<file path="src/hdl/cpseq_params.svh">
// Constants for the charger power-up sequencer: offsets, fields, resets, timing.
// Assumes a 40 MHz system clock; included by the design, the checker and the bench.
`ifndef CPSEQ_PARAMS_SVH
`define CPSEQ_PARAMS_SVH

// ==========================================================================
// Register offsets (byte addresses, one 32-bit word each)
`define CPSEQ_OFS_INPUT     8'h00
`define CPSEQ_OFS_POWERON   8'h04
`define CPSEQ_OFS_TIMER     8'h14
`define CPSEQ_OFS_MISC      8'h1C
`define CPSEQ_OFS_STATUS    8'h20
`define CPSEQ_OFS_ANALOG    8'h40

// ==========================================================================
// Field positions
`define CPSEQ_HIZ_BIT       7
`define CPSEQ_REGRST_BIT    7
`define CPSEQ_WDT_LSB       4
`define CPSEQ_SWOFF_BIT     5
`define CPSEQ_DETECT_BIT    7
`define CPSEQ_PG_BIT        2
`define CPSEQ_SRC_LSB       6

// ==========================================================================
// Reset values
`define CPSEQ_ILIM_RST      3'h2
`define CPSEQ_WDT_RST       2'h1

// ==========================================================================
// Input current limit codes
`define CPSEQ_ILIM_100MA    3'h0
`define CPSEQ_ILIM_500MA    3'h2
`define CPSEQ_ILIM_3A       3'h7

// Source type codes
`define CPSEQ_SRC_UNKNOWN   2'h0
`define CPSEQ_SRC_HOST      2'h1
`define CPSEQ_SRC_ADAPTER   2'h2

// ==========================================================================
// Timing
`define CPSEQ_CLK_HZ        40000000
`define CPSEQ_REG_DELAY_MS  100
`define CPSEQ_RETRY_MS      2000
`define CPSEQ_WAKE_MS       2
`define CPSEQ_WDT_UNIT_S    40
`define CPSEQ_REG_DELAY_CYC ((`CPSEQ_CLK_HZ / 1000) * `CPSEQ_REG_DELAY_MS)
`define CPSEQ_RETRY_CYC     ((`CPSEQ_CLK_HZ / 1000) * `CPSEQ_RETRY_MS)
`define CPSEQ_WAKE_CYC      ((`CPSEQ_CLK_HZ / 1000) * `CPSEQ_WAKE_MS)
`define CPSEQ_WDT_UNIT_CYC  (`CPSEQ_CLK_HZ * `CPSEQ_WDT_UNIT_S)

`endif

</file>
<file path="src/hdl/cpseq_pkg.sv">
// Types for the charger power-up sequencer.
// Constants live in cpseq_params.svh.
package cpseq_pkg;

	// ======================================================================
	// Analog comparator levels, already synchronised or raw from pins
	typedef struct packed {
		logic input_above_uvlo;  // Input above undervoltage release
		logic battery_above_uvlo;// Battery above undervoltage release
		logic battery_above_depl;// Battery above depletion threshold
		logic input_above_sleep; // Input above battery plus sleep margin
		logic input_overvoltage; // Input above overvoltage threshold
		logic input_above_poor;  // Input above poor-source threshold under load
		logic discharge_overload;// Battery discharge overload or short
		logic boost_mode;        // Converter is in boost mode
	} cpseq_analog_t;

	// Sequencer states
	typedef enum logic [2:0] {
		CPSEQ_HIZ,
		CPSEQ_REG_WAIT,
		CPSEQ_QUALIFY,
		CPSEQ_RETRY_WAIT,
		CPSEQ_DETECT,
		CPSEQ_RUN
	} cpseq_state_t;

endpackage

</file>
<file path="src/hdl/cpseq_top.sv">
// Power-up sequencer for a single-cell charger with an Avalon-MM slave.
// Assumes comparator levels and pins arrive asynchronously; one 40 MHz clock.
//
// Design decisions made here: the Avalon-MM interface to the registers and the placing of the registers.
`timescale 1ns/1ps
`include "cpseq_params.svh"

// How it works
// - Supply rise resets registers, stalls bus
// - Battery only: switch closed, regulator off
// - Overload opens switch until input returns
// - Switch-off bit forces battery switch open
// - Five events close switch, clear bit
// - Regulator on after three conditions, delay
// - Any failed condition: high impedance, regulator off
// - Buck starts only without overvoltage, good source
// - Qualified source sets power-good, pin, interrupt
// - Poor source retried every two seconds
// - Detection runs after qualification or on request, never in high impedance
// - Limit from port select and OTG pins
// - Detection writes source type and limit
// - Host may overwrite limit field except in the detection cycle
// - Host port limited; charging port three amps
// - Host high impedance held until cleared
module cpseq_top (
	input  wire logic                  clk_sys_in,          // 40 MHz system clock
	input  wire logic                  rst_in,              // Synchronous reset, high
	input  wire logic [7:0]            avs_address_in,      // Byte address
	input  wire logic                  avs_read_in,         // Read strobe
	input  wire logic                  avs_write_in,        // Write strobe
	input  wire logic [31:0]           avs_writedata_in,    // Write data
	input  wire logic [3:0]            avs_byteenable_in,   // Byte enables
	output logic      [31:0]           avs_readdata_out,    // Read data
	output logic                       avs_waitrequest_out, // Wait request
	input  wire cpseq_pkg::cpseq_analog_t analog_in,        // Comparator levels
	input  wire logic                  wake_pin_in,         // Wake pin
	input  wire logic                  port_select_in,      // Port select pin
	input  wire logic                  otg_pin_in,          // OTG pin
	output logic                       battery_switch_out,  // Battery switch closed
	output logic                       internal_regulator_out, // Regulator enable
	output logic                       buck_enable_out,     // Buck converter enable
	output logic                       power_good_n_out,    // Power-good pin, low active
	output logic                       int_out              // Host interrupt pulse
);
	import cpseq_pkg::*;

	// ======================================================================
	// Input synchronisers: two flops on every asynchronous level
	localparam int NSYNC = 11;
	logic [NSYNC-1:0] sync1_q;     // First stage, read only by second
	logic [NSYNC-1:0] sync2_q;     // Usable stage
	always_ff @(posedge clk_sys_in) begin
		sync1_q <= {analog_in, wake_pin_in, port_select_in, otg_pin_in};
		sync2_q <= sync1_q;
	end

	cpseq_analog_t an;             // Synchronised comparator levels
	logic          wake_s;         // Synchronised wake pin
	logic          psel_s;         // Synchronised port select
	logic          otg_s;          // Synchronised OTG pin
	assign an     = sync2_q[10:3];
	assign wake_s = sync2_q[2];
	assign psel_s = sync2_q[1];
	assign otg_s  = sync2_q[0];

	// ======================================================================
	// Supply release tracking: a rise of either supply is a power-on reset
	logic battery_q;               // Previous battery level
	logic input_q;                 // Previous input level
	logic por_pulse;               // A supply just came up
	logic input_attach;            // Input source just attached
	always_ff @(posedge clk_sys_in) begin
		if (rst_in) begin
			battery_q <= 1'b0;
			input_q   <= 1'b0;
		end else begin
			battery_q <= an.battery_above_uvlo;
			input_q   <= an.input_above_uvlo;
		end
	end
	assign input_attach = an.input_above_uvlo & ~input_q;
	// Each supply's own rise counts, so an adapter plugged onto a live battery resets too
	assign por_pulse    = input_attach | (an.battery_above_uvlo & ~battery_q);

	// ======================================================================
	// Bus decode
	logic wr_en;                   // Write accepted this cycle
	logic rd_en;                   // Read accepted this cycle
	logic wr_b0;                   // Low byte written
	logic soft_reset;              // Register reset bit written one
	logic reg_clear;               // Any register reset
	logic wdt_expire;              // Watchdog timed out
	logic rd_ack_q;                // Read data loaded, read is answered now
	// Stall while registers return to defaults, and for one cycle on every read:
	// read data come from a flop, yet must stand at the edge that takes the read
	assign avs_waitrequest_out = por_pulse | (avs_read_in & ~rd_ack_q);
	assign wr_en = avs_write_in & ~avs_waitrequest_out;
	assign rd_en = avs_read_in & ~avs_waitrequest_out;
	assign wr_b0 = wr_en & avs_byteenable_in[0];
	assign soft_reset = wr_b0 && avs_address_in == `CPSEQ_OFS_POWERON
		&& avs_writedata_in[`CPSEQ_REGRST_BIT];
	assign reg_clear = rst_in | por_pulse | soft_reset;

	// ======================================================================
	// Registers
	logic       hiz_q;             // Host high-impedance control
	logic [2:0] ilim_q;            // Input current limit field
	logic [1:0] wdt_q;             // Watchdog setting, 00 is off
	logic       sw_off_q;          // Battery switch off bit
	logic       detect_req_q;      // Forced detection request
	logic [1:0] src_q;             // Source type status
	logic       pg_q;              // Power-good status
	logic       overload_q;        // Switch latched open by overload
	logic       det_done;          // Detection finished this cycle
	logic [2:0] det_ilim;          // Detected limit
	logic [1:0] det_src;           // Detected source type
	logic       wake_event;        // Wake pin held long enough
	cpseq_state_t state_q;         // Sequencer state

	// Host high-impedance bit holds until software writes zero
	always_ff @(posedge clk_sys_in) begin
		if (reg_clear) begin
			hiz_q <= 1'b0;
		end else if (wr_b0 && avs_address_in == `CPSEQ_OFS_INPUT) begin
			hiz_q <= avs_writedata_in[`CPSEQ_HIZ_BIT];
		end
	end

	// Limit field: host writes and detection results, else unchanged
	always_ff @(posedge clk_sys_in) begin
		if (reg_clear) begin
			ilim_q <= `CPSEQ_ILIM_RST;
			src_q  <= `CPSEQ_SRC_UNKNOWN;
		end else if (det_done) begin
			// Detection wins over a same-cycle host write: it is the newer fact
			ilim_q <= det_ilim;
			src_q  <= det_src;
		end else if (wr_b0 && avs_address_in == `CPSEQ_OFS_INPUT) begin
			ilim_q <= avs_writedata_in[2:0];
		end
	end

	// Watchdog setting
	always_ff @(posedge clk_sys_in) begin
		if (reg_clear) begin
			wdt_q <= `CPSEQ_WDT_RST;
		end else if (wr_b0 && avs_address_in == `CPSEQ_OFS_TIMER) begin
			wdt_q <= avs_writedata_in[`CPSEQ_WDT_LSB +: 2];
		end
	end

	// Switch-off bit and forced detection; wake events clear the bit
	always_ff @(posedge clk_sys_in) begin
		if (reg_clear) begin
			sw_off_q     <= 1'b0;
			detect_req_q <= 1'b0;
		end else begin
			// Clear first, so a request raised in the finishing cycle survives
			if (det_done) begin
				detect_req_q <= 1'b0;
			end
			if (wr_b0 && avs_address_in == `CPSEQ_OFS_MISC) begin
				sw_off_q <= avs_writedata_in[`CPSEQ_SWOFF_BIT];
				if (avs_writedata_in[`CPSEQ_DETECT_BIT]) begin
					detect_req_q <= 1'b1;
				end
			end
			if (input_attach || wdt_expire || wake_event) begin
				sw_off_q <= 1'b0;
			end
			if (wdt_expire) begin
				detect_req_q <= 1'b1;
			end
		end
	end

	// ======================================================================
	// Watchdog: any bus access kicks it; off when setting is 00
	logic [32:0] wdt_cnt_q;        // Cycles since last kick
	logic [32:0] wdt_limit;        // Timeout in cycles; three units overflow 32 bits
	always_comb begin
		wdt_limit = 33'(`CPSEQ_WDT_UNIT_CYC) * 33'(wdt_q);
	end
	// Restarts after each expiry so that one timeout is one event
	always_ff @(posedge clk_sys_in) begin
		if (reg_clear || wr_en || rd_en || wdt_q == 2'h0 || wdt_expire) begin
			wdt_cnt_q <= 33'h0;
		end else begin
			wdt_cnt_q <= wdt_cnt_q + 33'h1;
		end
	end
	assign wdt_expire = wdt_q != 2'h0 && wdt_cnt_q >= wdt_limit - 33'h1;

	// ======================================================================
	// Wake pin: rising edge, then held high for the minimum time
	logic        wake_prev_q;      // Previous wake level
	logic        wake_arm_q;       // Edge seen, timing high time
	logic [19:0] wake_cnt_q;       // High-time counter
	always_ff @(posedge clk_sys_in) begin
		if (rst_in) begin
			wake_prev_q <= 1'b0;
			wake_arm_q  <= 1'b0;
			wake_cnt_q  <= 20'h0;
		end else begin
			wake_prev_q <= wake_s;
			if (!wake_s) begin
				wake_arm_q <= 1'b0;
				wake_cnt_q <= 20'h0;
			end else if (!wake_prev_q) begin
				wake_arm_q <= 1'b1;
				wake_cnt_q <= 20'h0;
			end else if (wake_arm_q) begin
				wake_cnt_q <= wake_cnt_q + 20'h1;
				if (wake_event) begin
					wake_arm_q <= 1'b0;
				end
			end
		end
	end
	// Counter lags the first high sample by one: N-2 marks N samples high
	assign wake_event = wake_arm_q && wake_cnt_q == 20'(`CPSEQ_WAKE_CYC - 2);

	// ======================================================================
	// Overload latch: opens the switch until the input attaches again
	always_ff @(posedge clk_sys_in) begin
		if (rst_in) begin
			overload_q <= 1'b0;
		end else if (an.discharge_overload) begin
			overload_q <= 1'b1;
		end else if (input_attach) begin
			overload_q <= 1'b0;
		end
	end

	// Switch closed when battery usable and nothing forces it open
	assign battery_switch_out = an.battery_above_depl & ~sw_off_q & ~overload_q
		& ~an.discharge_overload;

	// ======================================================================
	// Sequencer
	logic        reg_ok;           // Regulator conditions met apart from delay
	logic [27:0] tmr_q;            // Shared delay counter
	assign reg_ok = an.input_above_uvlo
		& (an.boost_mode ? ~an.input_above_sleep : an.input_above_sleep);

	always_ff @(posedge clk_sys_in) begin
		if (rst_in || !reg_ok || hiz_q) begin
			state_q <= CPSEQ_HIZ;
			tmr_q   <= 28'h0;
		end else begin
			case (state_q)
				CPSEQ_HIZ: begin
					state_q <= CPSEQ_REG_WAIT;
					tmr_q   <= 28'h0;
				end
				CPSEQ_REG_WAIT: begin
					// Waits the minimum delay before the regulator may start
					if (tmr_q == 28'(`CPSEQ_REG_DELAY_CYC - 1)) begin
						state_q <= CPSEQ_QUALIFY;
					end else begin
						tmr_q <= tmr_q + 28'h1;
					end
				end
				CPSEQ_QUALIFY: begin
					tmr_q <= 28'h0;
					if (!an.input_overvoltage && an.input_above_poor) begin
						state_q <= CPSEQ_DETECT;
					end else begin
						state_q <= CPSEQ_RETRY_WAIT;
					end
				end
				CPSEQ_RETRY_WAIT: begin
					if (tmr_q == 28'(`CPSEQ_RETRY_CYC - 1)) begin
						state_q <= CPSEQ_QUALIFY;
					end else begin
						tmr_q <= tmr_q + 28'h1;
					end
				end
				CPSEQ_DETECT: begin
					state_q <= CPSEQ_RUN;
				end
				CPSEQ_RUN: begin
					if (detect_req_q) begin
						state_q <= CPSEQ_DETECT;
					end
				end
				default: begin
					state_q <= CPSEQ_HIZ;
				end
			endcase
		end
	end

	// Detection from the port select and OTG pins
	assign det_done = state_q == CPSEQ_DETECT;
	always_comb begin
		if (!psel_s) begin
			det_ilim = `CPSEQ_ILIM_3A;
			det_src  = `CPSEQ_SRC_ADAPTER;
		end else begin
			det_ilim = otg_s ? `CPSEQ_ILIM_500MA : `CPSEQ_ILIM_100MA;
			det_src  = `CPSEQ_SRC_HOST;
		end
	end

	// Power-good status and a one-cycle interrupt on qualification
	logic pg_set;                  // Source passed qualification now
	assign pg_set = state_q == CPSEQ_QUALIFY && reg_ok && !hiz_q && !rst_in
		&& !an.input_overvoltage && an.input_above_poor;
	always_ff @(posedge clk_sys_in) begin
		if (reg_clear || !an.input_above_uvlo) begin
			pg_q  <= 1'b0;
			int_out <= 1'b0;
		end else begin
			int_out <= pg_set & ~pg_q;
			if (pg_set) begin
				pg_q <= 1'b1;
			end
		end
	end

	assign power_good_n_out       = ~pg_q;
	assign internal_regulator_out = state_q != CPSEQ_HIZ && state_q != CPSEQ_REG_WAIT;
	assign buck_enable_out        = state_q == CPSEQ_RUN || state_q == CPSEQ_DETECT;

	// ======================================================================
	// Read answer flag: set by the loading cycle, cleared when the read is taken
	always_ff @(posedge clk_sys_in) begin
		if (rst_in) begin
			rd_ack_q <= 1'b0;
		end else begin
			rd_ack_q <= avs_read_in & ~rd_en;
		end
	end

	// Read data, registered in the stall cycle; unmapped offsets read zero
	always_ff @(posedge clk_sys_in) begin
		if (rst_in) begin
			avs_readdata_out <= 32'h0;
		end else if (avs_read_in && !rd_ack_q) begin
			if (avs_address_in == `CPSEQ_OFS_INPUT) begin
				avs_readdata_out <= {24'h0, hiz_q, 4'h0, ilim_q};
			end else if (avs_address_in == `CPSEQ_OFS_TIMER) begin
				avs_readdata_out <= {26'h0, wdt_q, 4'h0};
			end else if (avs_address_in == `CPSEQ_OFS_MISC) begin
				avs_readdata_out <= {24'h0, detect_req_q, 1'b0, sw_off_q, 5'h0};
			end else if (avs_address_in == `CPSEQ_OFS_STATUS) begin
				avs_readdata_out <= {24'h0, src_q, 3'h0, pg_q, 2'h0};
			end else if (avs_address_in == `CPSEQ_OFS_ANALOG) begin
				avs_readdata_out <= {21'h0, state_q, an};
			end else begin
				avs_readdata_out <= 32'h0;
			end
		end
	end
endmodule

</file>
<file path="config.mk">
export PLATFORM = sky130hd
export DESIGN_NAME = cpseq_top
export DESIGN_NICKNAME = d
export VERILOG_FILES = /design/src/hdl/cpseq_pkg.sv /design/src/hdl/cpseq_top.sv
export VERILOG_INCLUDE_DIRS = /design/src /design/src/hdl
export SDC_FILE = /design/constraint.sdc
export NUM_CORES = 1
export LEC_CHECK = 0
export ABC_AREA = 1
export BUFFER_PORTS_ARGS = -buffer_cell sky130_fd_sc_hd__buf_2
export CORE_MARGIN = 2
export CORE_UTILIZATION = 35
export DETAILED_ROUTE_END_ITERATION = 7
export SYNTH_ARGS = -nofsm -noshare
export SYNTH_HDL_FRONTEND = slang
export SYNTH_SLANG_ARGS = --single-unit
</file>
<file path="constraint.sdc">
create_clock -name clk_sys_in -period 5.7 [get_ports clk_sys_in]
set_input_delay 0.285 -clock clk_sys_in [delete_from_list [all_inputs] [get_ports clk_sys_in]]
set_output_delay 0.285 -clock clk_sys_in [all_outputs]
set_load 0.01 [all_outputs]
</file>
Word-level counts from Yosys, hierarchy flattened
Index checks and enable logic that the tools add are counted.

storage, ports and cells
  output and inout bits = 38
  word-level logic and storage cells = 147
  bits of input ports = 59
  register bits after elaboration = 156

operators by class
  $lt $le $gt $ge = 1
  add/sub/neg operators = 4
  multiply operators = 1
  bitwise gates (word level) = 28
  reductions and logical operators = 45
  equal/unequal tests = 19
  mux-type cells = 28

operators with widths
  kind                                                                     count
  28-bit case mux with 3 select lines                                      1
  28-bit two-way mux                                                       2
  11-bit two-way mux                                                       5
  33-bit by 1-bit adder with 33-bit output, second input constant          1
  33-bit greater-or-equal comparator                                       1
  33-bit by 1-bit subtractor with 33-bit output, second input constant     1
  28-bit by 1-bit adder with 28-bit output, second input constant          1
  28-bit by 22-bit equality test with 1-bit output, second input constant  1
  28-bit by 27-bit equality test with 1-bit output, second input constant  1
  19-bit by 2-bit multiplier with 21-bit output, first input constant      1
  3-bit two-way mux                                                        7
  20-bit by 1-bit adder with 20-bit output, second input constant          1
  20-bit by 17-bit equality test with 1-bit output, second input constant  1
  3-bit case mux with 6 select lines                                       1
  8-bit by 5-bit equality test with 1-bit output, second input constant    2
  1-bit logical AND                                                        15
  1-bit bitwise AND                                                        12
  1-bit inverter                                                           12
  1-bit logical OR                                                         10
  1-bit two-way mux                                                        10
  2-bit != test, second input constant                                     5
  8-bit by 3-bit equality test with 1-bit output, second input constant    1
  8-bit by 6-bit equality test with 1-bit output, second input constant    1
  8-bit by 7-bit equality test with 1-bit output, second input constant    1
  other kinds (15)                                                         32

Longest topological paths before layout
Gate-level depths: netlist of run 1.

  depth in word-level cells = 14
  mapped depth = 17
  gate-level depth less buffers = 16

Worst setup path before layout of run 1
No wires, ideal clock.

  kind = register to register
  start point = reg wdt_q[0]
  end point = reg wdt_cnt_q[31]
  data arrival time = 2.106 ns
  buffers on the path = 1
  setup slack = 3.530 ns
  period minus slack after synthesis = 2.170 ns
  required time = 5.636 ns
  cell stages (with the launch flop) = 15
  setup time = 0.064 ns
  path through = dfxtp_1 inv_1 ha_1 nor2_1 ha_1 nand2_1 nor2_1 nand2_1 nor2_1 nand3_1 nand4_1 nor2_1 inv_2 buf_2 nor2_1

between the ends
  cells in the longest elaborated chain, start to end = 5
  elaborated cells on any way between the ends = 8
  classes of those cells = 1 x add/sub; 1 x mul; 1 x order compare; 5 x reduce/logical

ends and longest elaborated chain
  item                                           RTL line          text
  from (decl)                                    cpseq_top.sv:108  logic [1:0] wdt_q;
  from (signal assigned)                         cpseq_top.sv:146  wdt_q <= `CPSEQ_WDT_RST;
  from (signal assigned)                         cpseq_top.sv:148  wdt_q <= avs_writedata_in[`CPSEQ_WDT_LSB +: 2];
  19-bit by 2-bit multiplier with 21-bit output  cpseq_top.sv:182  wdt_limit = 33'(`CPSEQ_WDT_UNIT_CYC) * 33'(wdt_q);
  33-bit by 1-bit subtractor with 33-bit output  cpseq_top.sv:192  assign wdt_expire = wdt_q != 2'h0 && wdt_cnt_q >= wdt_limit - 33'h1;
  33-bit greater-or-equal comparator             cpseq_top.sv:192
  1-bit logical AND                              cpseq_top.sv:192
  1-bit logical OR (*)                           cpseq_top.sv:186  if (reg_clear || wr_en || rd_en || wdt_q == 2'h0 || wdt_expire) begin
  to (signal assigned)                           cpseq_top.sv:189  wdt_cnt_q <= wdt_cnt_q + 33'h1;
  to (decl)                                      cpseq_top.sv:179  logic [32:0] wdt_cnt_q;

Mark *: on every way between the ends. The rest lies on a longest branch, timed or not.
A chain may end at the register's enable or synchronous reset.

Worst setup path in the final report of run 1
  start point = reg tmr_q[0]
  end point = reg tmr_q[0]

between the ends
  cells in the longest elaborated chain, start to end = 3
  elaborated cells on any way between the ends = 9
  classes of those cells = 1 x add/sub; 4 x eq/ne; 3 x mux; 1 x reduce/logical

ends and longest elaborated chain
  item                                                                        RTL line                            text
  from (decl)                                                                 cpseq_top.sv:242                    logic [27:0] tmr_q;
  from (signal assigned)                                                      cpseq_top.sv:261                    tmr_q <= tmr_q + 28'h1;
  from (signal assigned)                                                      cpseq_top.sv:276                    tmr_q <= tmr_q + 28'h1;
  28-bit by 1-bit adder with 28-bit output, or another cell as far along      cpseq_top.sv:261, cpseq_top.sv:276
  28-bit two-way mux, or another cell as far along                            cpseq_top.sv:273                    if (tmr_q == 28'(`CPSEQ_RETRY_CYC - 1)) begin
  28-bit case mux with 3 select lines or 3-bit AND reduction (tied branches)  -

Parallel ways exist; a longest one is shown, timed or not. The select of a mux whose other input is x is not followed.

==> run metrics, run 1 <==
status finished, final reports clean; Core ar. 21000 um^2; Slew @ Worst Pin 1.02 ns; complex-gate fraction of the synthesized area 8.20%; post-CTS resize count 0; total track usage 17.1%; Syn-to-layout area delta 14.3%; Clock Tree Root clkbuf_16; Final ANT Viol Nets 0; gp weighted congestion 0.906; LEAKAGE 3.25 nW; Synth Area in XOR/XNOR 5.14%; CTS tree done; die area 22600 um^2; largest family of logic cells by synthesized area simple AND/OR/NAND/NOR gates; top_reg_cell synth dfxtp_1; DRT iter0 DRCs 392; Row Count 53; Critical Path RT 5.98 ns; crit path max fanout 29; Ports 97; cts bufs inserted 17; Clk Latency, worst-skew pair 0.42 ns; hold-fix buffers at CTS 10; Setup TNS 0 ns; RSZ-0062 raised after global routing false; # DRC 0; Chip Height 150 um; cell count after synthesis 1122; Slew Limit Headroom 31.1%; Ant. Diodes 0; largest net degree at the start of global routing 32; simple-gate share of the synthesized area 35.3%; Die W 150 um; Pins Over Slew Limit 0; # setup viols final 0; total power 0.00210 W; Peak supply drop 0.142 mV; fin crit share 52.8%; endpoints failing hold 0; register area share after synthesis 36.1%; Setup CP Type register to register; Post-synth EDFFs 0; crit start category register; NumNets Final 1271; Setup crit end kind register; vias in the first global route 6206; post-DP HPWL 14000 um; layout cell share with drive strength beyond 1 9.38%; CTS H-tree depth 4; f_max 332 MHz; final wirelength 18500 um; max cap viols 0; antenna violations before repair 0; Hold Path Class input pin to register; crit path time final 3.01 ns; ys async rst share 0%; DR pass1 iterations 4; drt via density 4.68; P per Cell Area 246 nW/um^2; Syn Area/Cell 6.68 um^2; first-pass GRT wire length 30500 um; clock-pin slew on the worst setup and hold paths 0.06 ns; Sink Count 135; Initial Utilization 35.7%; post-synthesis mux area share 0%; worst path arrival time 3.30 ns; grt ovf 0; worst clock skew 0.00957 ns; synth unique cells 41; Synth Area in Adders 5.18%; Cell Area, Synth 7490 um^2; Synth warnings 0; Post-CTS Setup Bufs 0; DR WL/cell 12.6 um; IO buf count 46; routed vias 6868; worst-case clock buffer depth 2; Synth Register Bits 135
## metrics by stage
step / cell area (um^2) / util [%] / hold slack (ns) / instances / setup WS, ns
after detailed placement: 7890 / 37.5 / 0.312 / 1426 / 2.73
after CTS: 8560 / 40.7 / 0.00332 / 1468 / 2.66
after floorplan: 7580 / - / 0.310 / 1145 / 3.53
after global placement: 7890 / 37.5 / 0.312 / 1426 / 2.75
final: 8570 / 40.8 / 0.113 / 1469 / 2.69
after global routing: 8570 / 40.8 / 0.102 / 1469 / 2.36
## critical path, stage by stage (launching register included)
cell     delay, ns
dfxtp_1       0.48
ha_1          0.37
nand3_2       0.15
inv_2         0.12
nand2_2       0.09
nor2_1        0.20
nand3_2       0.16
nand3_2       0.48
inv_1         0.55
nand2_1       0.21
a21oi_2       0.06
## power breakdown
group          internal [W]  switching [W]
clock              0.000617       0.000437
sequential         0.000958     0.00000932
combinational     0.0000271      0.0000557
## layout make-up
class                      count  area (um^2)
multi-input combinational    842         4130
inverter                     126          473
fill                        2187        12500
sequential                   135         2700
clock inverter                13          123
timing repair buffer          59          355
clock buffer                  19          443
tap                          275          344
## layout by cell type (no fill, tap or decap), types with 27 or more instances in the layout
cell type  instances
ha_1              31
nor3_1            30
inv_1            122
xor2_1            27
nor2_1           204
nand3_1           49
a21oi_1           59
dfxtp_1          135
buf_2             46
nand2_1          305
## state kept, by name, summed over array words and instances, names as in the netlist, 2 cells and up
register	cells
avs_readdata_out	11
ilim_q	3
src_q	2
state_q	3
sync1_q	11
sync2_q	11
tmr_q	28
wake_cnt_q	20
wdt_cnt_q	33
wdt_q	2
## cells in the mapped netlist, drive strengths merged (4+ instances only)
library cell    n  area [um^2]
nand2         307         1160
o211ai          5         37.5
nand3          53          285
nor4            8         50.1
nor3           30          150
o21ai          16         80.1
xnor2          17          149
nand4          24          150
nor2          211          807
or2             4         25.0
buf            33          246
xor2           27          236
clkbuf          9         33.8
dfxtp         135         2700
ha             31          388
inv           125          469
a21oi          71          400
## layer usage
metal	vias to the layer above	track usage, %	part of all wire, %
met2	135	25.0	41
met3	23	3.82	4.1
met5	-	0	0
li1	3628	-	-
met1	3082	24.8	53
met4	0	5.33	1.7
## path summary, 6_finish.rpt
kind | endpoint | slack (ns) | startpoint | cells past startpoint
max | tmr_q[0] | 2.69 | tmr_q[0] | 10
min | rd_ack_q | 0.11 | avs_read_in | 3
max reg2reg | tmr_q[0] | 2.69 | tmr_q[0] | 10
min reg2reg | sync2_q[2] | 0.33 | sync1_q[2] | 0
## logic make-up (layout without fill, tap and decap cells)
group,Yosys count,after routing
AOI/OAI and AO/OA,103,103
xor gates and xnor gates,44,44
adders and majority gates,31,31
buffers and inverters,168,217
DFF,135,135
other,1,24
and+or+nand+nor,640,640
(Power assumes the default switching activity.)
==> inputs of run 2 (changes only) <==
ABC_AREA = 0   (was 1)
clock period = 3 ns   (was 5.7 ns; I/O delays follow)
==> run metrics, run 2 <==
Setup crit end kind register; largest net degree at the start of global routing 34; Hold Crit Endpoint rd_ack_q; Chip Height 141 um; hold depth 2; top-count cell post-synth dfxtp_1; Setup CP Type register to register; largest reg by FF count wdt_cnt_q; NumNets Final 906; Setup TNS 0 ns; max reg flops 33; Multi-input gate area 3600 um^2; placed cell area 7030 um^2; CP max stage cell a221oi_2; commonest non-fill, non-tap cells in the layout 135 x dfxtp_1, 56 x nand2_1, 54 x nor2_1; layout cell share with drive strength beyond 1 13.4%; max cap viols 0; Yosys top cell by area dfxtp_1; Synth Register Bits 135; cell count after synthesis 755; crit path buf inv count 2; antenna violations before repair 0; drt via density 5.11; LEAKAGE 2.75 nW; fin crit share 91.3%; Reg area 2700 um^2; Largest regs wdt_cnt_q: 33 flops, tmr_q: 28 flops, wake_cnt_q: 20 flops; Slew @ Worst Pin 0.746 ns; worst path arrival time 3.08 ns; CP dominant cell by count ha_1; Sink Count 135; Peak supply drop 0.374 mV; Fillers 1818; gp weighted congestion 0.783; Final ANT Viol Nets 0; critical path's top delay family simple AND/OR/NAND/NOR gates; Critical Path RT 3.34 ns; f_max 365 MHz; top post-synthesis cells by area dfxtp_1 41%, ha_1 5.9%, xnor2_1 5.6%; DRT iter0 DRCs 400; post-DP HPWL 10600 um; routed vias 5441; worst-case clock buffer depth 2; grt ovf 0; top_reg_cell synth dfxtp_1; RSZ-0062 raised after global routing false; Ports 97; Die W 141 um; die area 19900 um^2; Synth warnings 0; worst reg2reg endpoint wdt_cnt_q[5]; commonest cells in the netlist 135 x dfxtp_1, 56 x nand2_1, 55 x nor2_1; CP peak stage delay 0.33 ns; # DRC 0; Finished Cell Area 7790 um^2; DR pass1 iterations 5; register area share after synthesis 41.0%; clock-pin slew on the worst setup and hold paths 0.06 ns; Syn-to-layout area delta 18.2%; hold path start avs_read_in; crit path max fanout 33; final wirelength 15100 um; Hold Path Class input pin to register; crit path time final 2.74 ns; Reg2Reg Setup Slack 0.26 ns; CTS tree done; Slew Limit Headroom 49.9%; share of the synthesized area in the top cell type 41.0%; Core ar. 18600 um^2; total track usage 15.9%; final hold slack 0.0166 ns; Syn Area/Cell 8.73 um^2; CP cell instances inv_1 > ha_1 > nor2b_1 > ha_1 > and2_1 > a221o_1 > a221oi_2 > nand4_1 > buf_12 > nor3_1; commonest non-fill, non-tap cell in the layout dfxtp_1; cts bufs inserted 17; Crit Reg-Reg Startpoint wdt_q[0]; Pins Over Slew Limit 0; Initial Utilization 35.5%; status finished, final reports clean; Cell Area, Synth 6590 um^2; IO buf count 46; Post-synth EDFFs 0; Reg2Reg Depth 10; Core Util, Final 41.9%; Clock Tree Root clkbuf_16; Post-CTS Setup Bufs 0; synth unique cells 59; first-pass GRT wire length 25200 um; ys async rst share 0%; # setup viols final 0; CTS H-tree depth 4; DR WL/cell 14.2 um; crit start category register; Row Count 50; Clk Latency, worst-skew pair 0.42 ns; vias in the first global route 5032; P per Cell Area 530 nW/um^2; worst clock skew 0.00945 ns; endpoints failing hold 0; total power 0.00413 W
## run 2: cell count changes after synthesis, moves of 15 or more
cell      delta
inv_1      -103
a21oi_1     -23
nor4_1      +15
xnor2_1     +25
nand3_1     -19
nand2_1    -249
nor2_1     -150
nor3_1      +22
or3_1       +20
clkbuf_1    +19
## run 2: area by class of cell
| class | instances | share of cell area, % |
|---|---|---|
| antenna | 2 | 0.0643 |
| clock buffer | 19 | 5.69 |
| clock inverter | 13 | 2.14 |
| inverter | 19 | 0.916 |
| multi-input combinational | 568 | 46.2 |
| sequential | 135 | 34.7 |
| tap | 234 | 3.76 |
| timing repair buffer | 75 | 6.49 |
## run 2: cell families after synthesis
| family | synth area share, % |
|---|---|
| compound gates | 9.44 |
| xor+xnor | 7.71 |
| fa+ha+maj | 5.89 |
| buf+inv | 5.89 |
| flops | 41.0 |
| mux | 1.25 |
| other cells | 0.0569 |
| simple gates | 28.8 |
## run 2: worst max path at each step
stage                         from            end  slack (ns)  cells after the start
after floorplan           wdt_q[0]  wdt_cnt_q[10]        0.30                     10
after global placement    wdt_q[0]   wdt_cnt_q[1]        0.29                     11
after detailed placement  wdt_q[0]  wdt_cnt_q[13]        0.20                     11
after CTS                 wdt_q[0]   wdt_cnt_q[5]        0.17                     10
after global routing      wdt_q[0]  wdt_cnt_q[10]        0.03                     11
final                     wdt_q[0]   wdt_cnt_q[5]        0.26                     10
## run 2: what timing repair did
| action | 4_1_cts | 5_1_grt |
|---|---|---|
| hold buffers | 13 | 0 |
| resized for setup | 0 | 2 |
| endpoints found under the hold margin | 13 | 0 |
| setup endpoints to repair | 0 | 27 |
## run 2: routing by layer
metal  up-vias  GRT usage (%)  part of all wire [%]
met4         0           6.00                   1.7
met1      2520           22.2                    50
met2        94           23.9                    44
met3        17           3.57                   4.3
met5         -              0                     0
li1       2810              -                     -
## run 2: where the power goes
group	leakage [nW]	switching, W	total (W)	internal (W)
Sequential	1.10	0.0000171	0.00183	0.00182
Combinational	1.36	0.0000790	0.000135	0.0000560
Clock	0.291	0.000819	0.00216	0.00134
Total	2.75	0.000915	0.00413	0.00321
## run 2: per-stage QoR
stage          setup slack [ns]  cells
5_1_grt                  0.0289   1063
3_5_place_dp              0.200   1018
4_1_cts                   0.166   1063
6_report                  0.260   1065
2_1_floorplan             0.305    778
3_3_place_gp              0.291   1018
## run 2: worst reg2reg max path: cells and delay by family (launching register included)
| kind | cells | cell delay [ns] |
|---|---|---|
| and+or+nand+nor | 4 | 0.83 |
| AOI/OAI and AO/OA | 2 | 0.64 |
| adders and majority gates | 2 | 0.47 |
| buffers and inverters | 2 | 0.41 |
| DFF | 1 | 0.31 |
